### src/core/sps_defines.svh
`ifndef SPS_DEFINES_SVH
`define SPS_DEFINES_SVH

// Width of the phase position counter
`define SPS_POS_W 6
// Reset value of the phase position
`define SPS_POS_RESET 6'h00

// Resolution codes
`define SPS_RES_SIXTEENTH 3'h0
`define SPS_RES_EIGHTH 3'h1
`define SPS_RES_MINI 3'h2
`define SPS_RES_HALF 3'h4
`define SPS_RES_RESET 3'h0

// Increment per step pulse for each resolution
`define SPS_INC_SIXTEENTH 6'h01
`define SPS_INC_EIGHTH 6'h02
`define SPS_INC_MINI 6'h04
`define SPS_INC_HALF 6'h08
`define SPS_INC_FULL 6'h10

// Auxiliary pin function that selects the alternate resolution
`define SPS_AUX_RES_SELECT 2'h1

// Clock rate and start-up time
`define SPS_CLK_MHZ 250
`define SPS_T_START_NS 10000
`define SPS_START_CYCLES ((`SPS_T_START_NS * `SPS_CLK_MHZ + 999) / 1000)

`endif

### src/core/sps_pkg.sv
package sps_pkg;

    // Static configuration and status bits that steer the sequencer
    typedef struct packed {
        logic step_source_select;
        logic [1:0] aux_pin_function;
        logic [2:0] primary_resolution;
        logic [2:0] alternate_resolution;
        logic direction;
        logic auto_hold_on_stall;
        logic stall_flag;
    } sps_cfg_type;

    // Host write of a new phase position
    typedef struct packed {
        logic wr;
        logic [5:0] data;
    } sps_pos_write_type;

    // Power state of the block
    typedef enum logic [1:0] {
        SPS_STANDBY,
        SPS_STARTING,
        SPS_ACTIVE
    } sps_mode_type;

endpackage

### src/core/sps_stepper_phase_sequencer.sv
// Notes on behaviour
// RULE1 - Five resolutions: 64, 32, 16, 8, 4 steps
// RULE2 - One position source chosen by select bit
// RULE3 - New position applies from next PWM period
// RULE4 - Select high: host writes to position ignored
// RULE5 - Step edge adds or subtracts resolution increment
// RULE6 - Aux function 01: pin picks alternate resolution
// RULE7 - Increment 1 for code 000, 2 for 001
// RULE8 - Increment 4 for code 010, 8 for 100
// RULE9 - Coarser resolution snaps position to nearest valid
// RULE10 - Select low: step pin ignored entirely
// RULE11 - Host computes positions when driving by writes
// RULE12 - Resolution change applies after next position update
// RULE13 - Enable low: standby, everything held at default
// RULE14 - Active only after start-up time elapses
// RULE15 - Position frozen while stall and hold-on-stall
// RULE16 - Direction bit chooses add or subtract
// RULE17 - Position wraps modulo 64
// RULE18 - Step pin synchronised, one update per edge
`timescale 1ns/100ps
`include "sps_defines.svh"

module sps_stepper_phase_sequencer #(
    parameter int START_CYCLES = `SPS_START_CYCLES
) (
    input wire logic ref_clk_i,
    input wire logic rstn_i,
    input wire logic enable_i,
    input wire logic step_pulse_pin_i,
    input wire logic aux_input_pin_i,
    input wire logic pwm_period_start_i,
    input wire sps_pkg::sps_cfg_type cfg_i,
    input wire sps_pkg::sps_pos_write_type pos_write_i,
    output logic active_o,
    output logic [5:0] step_position_o,
    output logic [5:0] applied_position_o,
    output logic [2:0] applied_resolution_o,
    output logic update_pending_o
);
    import sps_pkg::*;

    // Refuse parameter values the start-up counter cannot serve
    if (START_CYCLES < 1 || START_CYCLES > 65535)
    begin : g_bad_start_cycles
        $error("START_CYCLES out of range");
    end

    sps_mode_type mode; // Power state
    logic [15:0] start_cnt; // Start-up cycles elapsed
    logic step_meta; // Synchroniser first stage
    logic step_sync; // Synchroniser second stage
    logic step_prev; // Delayed copy for edge detection
    logic step_edge; // One-cycle rising edge
    logic [2:0] selected_res; // Resolution chosen now by pins and fields
    logic [5:0] step_inc; // Increment of the applied resolution
    logic [5:0] snap_inc; // Increment of the selected resolution
    logic frozen; // Stall hold freezes the position
    logic pin_update; // Accepted step pulse
    logic host_update; // Accepted host write
    logic any_update; // Any position change command
    logic coarser; // Selected resolution coarser than applied
    logic apply_now; // PWM boundary with pending update
    logic [5:0] base_position; // Position after this cycle's update
    logic [5:0] snapped_position; // Base rounded to selected resolution
    logic [5:0] next_position; // Next value of the counter

    // Maps a resolution code to its step increment
    function automatic logic [5:0] res_increment(input logic [2:0] code);
        logic [5:0] inc;
        inc = `SPS_INC_FULL; // Remaining codes are full step
        case (code)
            `SPS_RES_SIXTEENTH: inc = `SPS_INC_SIXTEENTH; // RULE7
            `SPS_RES_EIGHTH: inc = `SPS_INC_EIGHTH; // RULE7
            `SPS_RES_MINI: inc = `SPS_INC_MINI; // RULE8
            `SPS_RES_HALF: inc = `SPS_INC_HALF; // RULE8
            default: inc = `SPS_INC_FULL; // RULE1
        endcase
        return inc;
    endfunction

    // Power state and start-up timer
    always_ff @(posedge ref_clk_i or negedge rstn_i)
    begin
        if (!rstn_i)
        begin
            mode <= SPS_STANDBY;
            start_cnt <= 16'h0000;
        end
        else if (!enable_i)
        begin
            // Standby whenever enable is low
            mode <= SPS_STANDBY; // RULE13
            start_cnt <= 16'h0000;
        end
        else
        begin
            case (mode)
                SPS_STANDBY:
                begin
                    // Begin timing the start-up
                    mode <= SPS_STARTING;
                    start_cnt <= 16'h0000;
                end
                SPS_STARTING:
                begin
                    // Go active once the start-up time is spent
                    if (start_cnt == 16'(START_CYCLES - 1))
                    begin
                        mode <= SPS_ACTIVE; // RULE14
                    end
                    start_cnt <= start_cnt + 16'h0001;
                end
                SPS_ACTIVE:
                begin
                    // Stay active while enabled
                    mode <= SPS_ACTIVE;
                end
                default:
                begin
                    // Recover from an illegal code
                    mode <= SPS_STANDBY;
                end
            endcase
        end
    end

    // Step pin synchroniser and edge history
    always_ff @(posedge ref_clk_i or negedge rstn_i)
    begin
        if (!rstn_i)
        begin
            step_meta <= 1'b0;
            step_sync <= 1'b0;
            step_prev <= 1'b0;
        end
        else
        begin
            step_meta <= step_pulse_pin_i; // RULE18
            step_sync <= step_meta;
            step_prev <= step_sync;
        end
    end

    // Update decisions and position arithmetic
    always_comb
    begin
        step_edge = step_sync && !step_prev; // RULE18
        // Aux pin chooses the alternate field only in its resolution function
        if (cfg_i.aux_pin_function == `SPS_AUX_RES_SELECT && aux_input_pin_i)
        begin
            selected_res = cfg_i.alternate_resolution; // RULE6
        end
        else
        begin
            selected_res = cfg_i.primary_resolution; // RULE6
        end
        step_inc = res_increment(applied_resolution_o); // RULE5
        snap_inc = res_increment(selected_res);
        frozen = cfg_i.stall_flag && cfg_i.auto_hold_on_stall; // RULE15
        // Exactly one source may move the position
        pin_update = (mode == SPS_ACTIVE) && cfg_i.step_source_select && step_edge && !frozen; // RULE2 RULE10
        host_update = (mode == SPS_ACTIVE) && !cfg_i.step_source_select && pos_write_i.wr && !frozen; // RULE2 RULE4
        any_update = pin_update || host_update;
        if (pin_update)
        begin
            // Direction bit picks up or down; 6-bit arithmetic wraps
            if (cfg_i.direction)
            begin
                base_position = step_position_o + step_inc; // RULE16 RULE17
            end
            else
            begin
                base_position = step_position_o - step_inc; // RULE16 RULE17
            end
        end
        else if (host_update)
        begin
            base_position = pos_write_i.data; // RULE11
        end
        else
        begin
            base_position = step_position_o;
        end
        coarser = snap_inc > step_inc;
        // Round to nearest multiple of the new increment, ties upward
        snapped_position = (base_position + (snap_inc >> 1)) & ~(snap_inc - 6'h01); // RULE9 RULE17
        apply_now = (mode == SPS_ACTIVE) && pwm_period_start_i && update_pending_o;
        if (apply_now && coarser && !frozen)
        begin
            next_position = snapped_position; // RULE9
        end
        else
        begin
            next_position = base_position;
        end
    end

    // Phase position counter
    always_ff @(posedge ref_clk_i or negedge rstn_i)
    begin
        if (!rstn_i)
        begin
            step_position_o <= `SPS_POS_RESET;
        end
        else if (!enable_i || mode != SPS_ACTIVE)
        begin
            // Enable low clears at once, not a cycle behind the mode
            step_position_o <= `SPS_POS_RESET; // RULE13
        end
        else
        begin
            step_position_o <= next_position; // RULE5
        end
    end

    // Pending update flag; a new command wins over the clear
    always_ff @(posedge ref_clk_i or negedge rstn_i)
    begin
        if (!rstn_i)
        begin
            update_pending_o <= 1'b0;
        end
        else if (!enable_i || mode != SPS_ACTIVE)
        begin
            // No command survives standby
            update_pending_o <= 1'b0; // RULE13
        end
        else if (any_update)
        begin
            update_pending_o <= 1'b1; // RULE3
        end
        else if (apply_now)
        begin
            update_pending_o <= 1'b0;
        end
    end

    // Values handed to the current profile at the PWM boundary
    always_ff @(posedge ref_clk_i or negedge rstn_i)
    begin
        if (!rstn_i)
        begin
            applied_position_o <= `SPS_POS_RESET;
            applied_resolution_o <= `SPS_RES_RESET;
        end
        else if (!enable_i || mode != SPS_ACTIVE)
        begin
            // Profile values return to default with enable low
            applied_position_o <= `SPS_POS_RESET; // RULE13
            applied_resolution_o <= `SPS_RES_RESET;
        end
        else if (apply_now)
        begin
            applied_position_o <= next_position; // RULE3
            applied_resolution_o <= selected_res; // RULE12
        end
    end

    // Active indication
    always_ff @(posedge ref_clk_i or negedge rstn_i)
    begin
        if (!rstn_i)
        begin
            active_o <= 1'b0;
        end
        else
        begin
            active_o <= (mode == SPS_STARTING && start_cnt == 16'(START_CYCLES - 1) && enable_i) ||
                        (mode == SPS_ACTIVE && enable_i); // RULE14
        end
    end

endmodule

### config.mk
export PLATFORM = sky130hd
export DESIGN_NAME = sps_stepper_phase_sequencer
export DESIGN_NICKNAME = d
export VERILOG_FILES = /design/src/core/sps_pkg.sv /design/src/core/sps_stepper_phase_sequencer.sv
export VERILOG_INCLUDE_DIRS = /design/src /design/src/core
export SDC_FILE = /design/constraint.sdc
export NUM_CORES = 1
export LEC_CHECK = 0
export ABC_AREA = 1
export BUFFER_PORTS_ARGS = -buffer_cell sky130_fd_sc_hd__buf_4
export CORE_ASPECT_RATIO = 2
export CORE_MARGIN = 4
export CORE_UTILIZATION = 50
export CTS_CLUSTER_DIAMETER = 200
export DETAILED_ROUTE_END_ITERATION = 16
export PLACE_DENSITY = 0.71
export SKIP_LAST_GASP = 1
export SLEW_MARGIN = 30
export SYNTH_ARGS = -nofsm -noshare
export SYNTH_HDL_FRONTEND = slang
export SYNTH_SLANG_ARGS = --single-unit
### constraint.sdc
create_clock -name ref_clk_i -period 3.95 [get_ports ref_clk_i]
set_input_delay 1.185 -clock ref_clk_i [delete_from_list [all_inputs] [get_ports ref_clk_i]]
set_output_delay 1.185 -clock ref_clk_i [all_outputs]
set_load 0.005 [all_outputs]
==> qor.txt, run 1 <==
Outcome = finished, final reports clean
Req. time, crit path = 4.14 ns
Peak supply drop = 0.000292 V
Share of layout cells above drive strength 1 = 16.7%
CTS max path bufs = 2
Simple-gate share of the synthesized area = 35.6%
Die Height = 115 um
First-pass GRT wire length = 12.0 mm
Synth cell count leaders = 105 x nand2_1, 70 x inv_1, 40 x nand3_1
Drt drc = 0
Initial antenna violation count = 0
Clk slew on worst S/H paths = 0.07 ns
XOR/XNOR Fraction of Synth Area = 0.926%
Synth top area cells = dfrtp_1 34%, nand2_1 14%, inv_1 9.3%, ha_1 8.8%, nand3_1 7.1%
Clock share of power = 28.0%
Largest net degree at the start of global routing = 39
Core area = 0.00547 mm2
Sw frac = 35.4%
Tmin final = 3.59 ns
Top-area cell type share of the netlist area = 33.5%
Hold_buf cts = 0
Measured slew at the worst slew-check pin = 0.475 ns
Metal3 WL = 204 um
Vias per cell = 5.45
Leakage power = 1.84 nW
RSZ-0062 raised after global routing = no
Placement Cell Area = 0.00324 mm2
Routability-driven placement congestion ratio = 0.910
# setup viols final = 0
Iter 0 DRT Violations = 157
Remaining global-route overflow = 0
CTS H-Tree Depth = 2
Number of global-route vias before repair = 2706
# nets final = 495
I/O pin count = 42
Wire length on met2 = 4.18 mm
Fmax = 278 MHz
Largest family of logic cells by synthesized area = simple AND/OR/NAND/NOR gates
Design area = 0.00334 mm2
Tot Pwr = 0.000997 W
Synth Area in Compound Gates = 10.1%
Crit path top cell by count = nand2_1
Crit path DAT = 3.78 ns
Slowest CP cell = fa_1
Syn. warnings = 0
Area Overhead vs Synth = 17.6%
Startpoint Class = flip-flop
WL/cell = 14.4 um
Combinational Power Share = 29.7%
Initial DRT Pass Iterations = 5
CP Cell Sequence = nor3_1 -> inv_1 -> ha_1 -> o21ai_0 -> fa_1 -> inv_1 -> o21ai_1 -> fa_1 -> nor2_1 -> o21ai_0 -> nand2_1 -> nand3_1 -> nand2_1 -> inv_1 -> nand2_1 -> nand3_1 -> nand4_1 -> nand2_1
Sequential-to-total area share from yosys stat = 33.5%
Worst-Skew Late Latency = 0.30 ns
Avg Inst Size Synth = 7.13 um2
Root Driver = clkbuf_8
Detail Route Antenna Nets = 0
Worst slew margin = 68.3%
Synth Flop Type = dfrtp_1
CP max stage delay = 0.49 ns
Distinct cells, synth = 35
Post-Syn Area = 0.00284 mm2
Int Power = 0.000644 W
# diodes = 0
Asr flop ratio synth = 100%
Critical path class = reg2reg
Die area = 0.00702 mm2
Total Wirelength = 7.32 mm
Clk sink count = 38
Final Hold Viols = 0
TritonCTS clock tree = yes
Die Wd = 61.3 um
Fill count = 537
Total Routing Usage GR = 23.0%
Count leader, synth = nand2_1
Mapped Cells = 398
HPWL Detailed = 6.10 mm
Cell Rows = 38
Max-Cap Viols = 0
Net Count, Synth = 445
Post-synth EDFFs = 0
Adder-Cell Fraction of Synth Area = 10.2%
Uppermost layer routed = met4
Starting Density = 51.9%
Switch Pwr = 0.000353 W
P per Cell Area = 299 mW/mm2
Mux contribution to synthesized area = 0%
Vias after detailed routing = 2772
Worst Hold Class = reg2reg
CP Capture Type = flip-flop
Max Slew Vio Count = 0
Setup Skew = 0.00951 ns
Synthesized flop and latch total = 38
Wl on met1 = 2.50 mm
Sequential Power Share = 42.3%
IO Port Bufs = 41
Tcrit/Tclk final = 91.0%
Largest area contributor in the netlist = dfrtp_1
Worst-path maximum fanout = 4
Cts bufs inserted = 5
## worst paths after layout
path | startpoint | end | slack, ns | cells after the start
worst max-delay path | applied_resolution_o[1]$_DFFE_PN0P_ | applied_position_o[4]$_DFFE_PN0P_ | 0.36 | 18
worst min-delay path | step_meta$_DFF_PN0_ | step_sync$_DFF_PN0_ | 0.36 | 0
worst max register to register | applied_resolution_o[1]$_DFFE_PN0P_ | applied_position_o[4]$_DFFE_PN0P_ | 0.36 | 18
worst min register to register | step_meta$_DFF_PN0_ | step_sync$_DFF_PN0_ | 0.36 | 0
max in group asynchronous | rstn_i | step_sync$_DFF_PN0_ | 2.77 | 1
min in group asynchronous | rstn_i | start_cnt[7]$_DFFE_PN0P_ | 0.84 | 1
## layout by cell type, fill, tap and decap left out, types with 3 or more instances in the layout
cell type / synthesis / routed
ha_1: 20 / 20
nor3_1: 4 / 4
nand3_2: 4 / 4
nand2_2: 8 / 8
clkbuf_8: 0 / 6
inv_1: 70 / 70
nand2_1: 105 / 105
a21oi_1: 8 / 8
o22ai_1: 7 / 7
dfrtp_1: 38 / 38
o21ai_1: 2 / 3
xnor2_1: 3 / 3
nand4_1: 15 / 15
o21ai_0: 23 / 22
buf_4: 0 / 45
nor2_1: 21 / 21
nand3_1: 40 / 40
## power by group through the flow
| stage | combinational [W] | clock [W] | sequential (W) |
|---|---|---|---|
| 2_1_floorplan | 0.000199 | 0 | 0.000427 |
| 4_1_cts | 0.000300 | 0.000292 | 0.000422 |
| 3_3_place_gp | 0.000289 | 0 | 0.000429 |
| 6_report | 0.000296 | 0.000279 | 0.000422 |
| 3_5_place_dp | 0.000298 | 0 | 0.000430 |
| 5_1_grt | 0.000343 | 0.000307 | 0.000424 |
## cells by family (layout without fill, tap and decap cells)
logic type | Yosys count | in the layout
compound gates | 50 | 50
xor+xnor | 3 | 3
fa+ha+maj | 22 | 22
buf+inv | 73 | 124
flops | 38 | 38
simple gates | 212 | 212
## critical path: cells and delay by family, from the launching register on
kind	cells	cell delay, ns
adder cells (fa/ha/maj)	3	1.26
AND/OR/NAND/NOR	9	1.01
AO/OA/AOI/OAI	3	0.61
flip-flops	1	0.41
buffers and inverters	3	0.21
## layer usage
layer / global-route usage, % / vias up
met4: 14.9 / 0
met1: 22.4 / 1282
li1: - / 1400
met3: 2.93 / 28
met2: 42.2 / 62
met5: 0 / -
## final cells by class
cell class,instances,area [um2],area share (%)
multi-input combinational,287,1610,48.3
clock buffer,6,82.6,2.47
clock inverter,2,12.5,0.375
tap,60,75.1,2.25
sequential,38,951,28.5
timing repair buffer,45,338,10.1
inverter,71,267,7.98
## metrics by stage
| stage | hold WS [ns] | std cells | util (%) | setup slack (ns) | setup TNS, ns |
|---|---|---|---|---|---|
| floorplan | 0.331 | 398 | - | 0.564 | 0 |
| global placement | 0.334 | 501 | 59.3 | -0.0234 | -0.0234 |
| detailed placement | 0.348 | 501 | 59.3 | -0.0616 | -0.0616 |
| CTS | 0.364 | 509 | 61.1 | 0.159 | 0 |
| global route | 0.381 | 509 | 61.1 | 0.0100 | 0 |
| finish | 0.359 | 509 | 61.1 | 0.356 | 0 |
## state kept, by name, summed over array words and instances (netlist names)
register,flops
active_o,1
applied_position_o,6
applied_resolution_o,3
mode,2
start_cnt,16
step_meta,1
step_position_o,6
step_prev,1
step_sync,1
update_pending_o,1
## repair_timing
item,4_1_cts,5_1_grt
endpoints found under the setup margin,0,4
buffers inserted,0,0
resized for setup,0,1
Power figures use the tool's default switching activity.
==> inputs of run 2 (changes only) <==
--- a/config.mk
+++ b/config.mk
@@ -8,12 +8,14 @@
 export LEC_CHECK = 0
 export ABC_AREA = 1
 export BUFFER_PORTS_ARGS = -buffer_cell sky130_fd_sc_hd__buf_4
+export CELL_PAD_IN_SITES_DETAIL_PLACEMENT = 2
+export CELL_PAD_IN_SITES_GLOBAL_PLACEMENT = 2
 export CORE_ASPECT_RATIO = 2
 export CORE_MARGIN = 4
-export CORE_UTILIZATION = 50
+export CORE_UTILIZATION = 32
 export CTS_CLUSTER_DIAMETER = 200
 export DETAILED_ROUTE_END_ITERATION = 16
-export PLACE_DENSITY = 0.71
+export PLACE_DENSITY_LB_ADDON = 0.1
 export SKIP_LAST_GASP = 1
 export SLEW_MARGIN = 30
 export SYNTH_ARGS = -nofsm -noshare
==> qor.txt, run 2 (synthesis results as in run 1) <==
Outcome = finished, final reports clean
Clk sink count = 38
Die Wd = 74.6 um
Cell Rows = 48
Fmax = 280 MHz
Largest net degree at the start of global routing = 39
# nets final = 499
Max-Cap Viols = 0
Crit path DAT = 3.74 ns
Die Height = 141 um
CTS H-Tree Depth = 2
Initial antenna violation count = 0
Worst r2r src = applied_resolution_o[2]$_DFFE_PN0P_
Reg with most FFs = start_cnt
Critical path class = in2reg
IO Port Bufs = 41
Setup Skew = 0.00525 ns
Combinational Power Share = 28.0%
CTS max path bufs = 2
Vias per cell = 5.23
Crit path top cell by count = nand2_1
Worst Hold Class = reg2reg
Setup tns final = 0 ns
Total Wirelength = 10.2 mm
Drt drc = 0
TritonCTS clock tree = yes
Leakage power = 1.88 nW
Most frequent cells in the layout = 105 x nand2_1, 70 x inv_1, 49 x buf_4, 40 x nand3_1, 38 x dfrtp_1
Peak supply drop = 0.000263 V
Int Power = 0.000743 W
Worst slew margin = 65.0%
Core area = 0.00865 mm2
Clk slew on worst S/H paths = 0.06 ns
Req. time, crit path = 4.12 ns
CP Capture Type = flip-flop
Most common cell after layout, fill and taps aside = nand2_1
I/O pin count = 42
Number of global-route vias before repair = 3307
Total Routing Usage GR = 21.2%
Post-place setup slack = -0.289 ns
R2R Setup Slk = 0.45 ns
Starting Density = 32.8%
Fill count = 1064
Sequential Power Share = 36.8%
WL/cell = 18.4 um
Largest regs = start_cnt: 16 flops, applied_position_o: 6 flops, step_position_o: 6 flops
HPWL Detailed = 8.65 mm
Measured slew at the worst slew-check pin = 0.520 ns
Slowest CP cell = fa_1
CP Cell Sequence = buf_4 -> nand2_1 -> nand4_1 -> nand3_1 -> o21ai_0 -> inv_1 -> ha_1 -> inv_1 -> fa_1 -> nor2_1 -> o21ai_0 -> nand2_1 -> nand3_1 -> nand2_1 -> inv_1 -> nand2_1 -> nand3_1 -> nand4_1 -> nand2_1
Initial DRT Pass Iterations = 4
Root Driver = clkbuf_16
Max reg flops = 16
Switch Pwr = 0.000411 W
Tot Pwr = 0.00115 W
# diodes = 0
Worst-Skew Late Latency = 0.29 ns
Crit path to = applied_position_o[4]$_DFFE_PN0P_
Tightest hold margin = 0.367 ns
Die area = 0.0105 mm2
Detail Route Antenna Nets = 0
Startpoint Class = input pin
P per Cell Area = 332 mW/mm2
Remaining global-route overflow = 0
CP startpoint = cfg_i[0]
CP max stage delay = 0.39 ns
Tcrit/Tclk final = 90.4%
Routability-driven placement congestion ratio = 0.905
R2r endpoint = applied_position_o[5]$_DFFE_PN0P_
Sw frac = 35.6%
Cts bufs inserted = 5
# setup viols final = 0
Final Hold Viols = 0
Iter 0 DRT Violations = 53
Area Overhead vs Synth = 22.7%
End-of-flow core utilization = 40.2%
Fin worst setup slack = 0.381 ns
Max Slew Vio Count = 0
Vias after detailed routing = 2893
Clock share of power = 35.3%
FF-to-FF path depth = 25
First-pass GRT wire length = 16.8 mm
Worst-path maximum fanout = 6
Tmin final = 3.57 ns
Share of layout cells above drive strength 1 = 18.1%
run 2: cell count changes in the layout (fill, tap and decap cells not counted), sizes merged:
cell,change
clkbuf,-1
clkinv,+1
buf,+4
run 2: how the worst min path moves through the flow:
stage	cells past startpoint	slack, ns	start	to
5_1_grt	0	0.40	step_meta$_DFF_PN0_	step_sync$_DFF_PN0_
4_1_cts	0	0.38	step_meta$_DFF_PN0_	step_sync$_DFF_PN0_
2_1_floorplan	0	0.33	step_meta$_DFF_PN0_	step_sync$_DFF_PN0_
3_3_place_gp	0	0.35	step_meta$_DFF_PN0_	step_sync$_DFF_PN0_
3_5_place_dp	0	0.35	step_meta$_DFF_PN0_	step_sync$_DFF_PN0_
6_report	0	0.37	step_meta$_DFF_PN0_	step_sync$_DFF_PN0_
run 2: layout make-up:
type / instances / area, um2 / share of cell area, %
multi-input cells: 287 / 1620 / 46.7
flip-flops and latches: 38 / 951 / 27.3
repair buffers: 49 / 368 / 10.6
inverters: 71 / 267 / 7.66
clock buffers: 5 / 125 / 3.59
well taps: 100 / 125 / 3.59
clock inverters: 3 / 21.3 / 0.611
run 2: what timing repair did:
action,4_1_cts,5_1_grt
buffers inserted,0,1
hold buffers,0,0
resized for setup,1,4
setup endpoints to repair,1,6
pin swaps,0,1
run 2: per-layer routing:
layer  vias up  track usage [%]  share of wire (%)
li1       1411                -                  -
met1      1418             18.6                 30
met2        44             43.4                 63
met3        20             2.36                2.4
met4         0             10.3                4.8
met5         -                0                  0
run 2: stage by stage:
step	cells	instance area [um2]
after global placement	544	3320
after global routing	553	3480
final	553	3480
after detailed placement	544	3320
after floorplan	398	2840
after CTS	552	3460
run 2: critical path: cells and delay by family:
| kind | cells | cell delay [ns] |
|---|---|---|
| simple gates | 11 | 1.36 |
| fa+ha+maj | 2 | 0.56 |
| compound gates | 2 | 0.32 |
| buf+inv | 4 | 0.32 |
run 2: power by group through the flow:
| stage | Combinational [W] | Clock (W) | Sequential (W) |
|---|---|---|---|
| floorplan | 0.000199 | 0 | 0.000427 |
| global placement | 0.000316 | 0 | 0.000430 |
| detailed placement | 0.000330 | 0 | 0.000432 |
| CTS | 0.000333 | 0.000418 | 0.000425 |
| global route | 0.000369 | 0.000435 | 0.000426 |
| finish | 0.000323 | 0.000407 | 0.000424 |
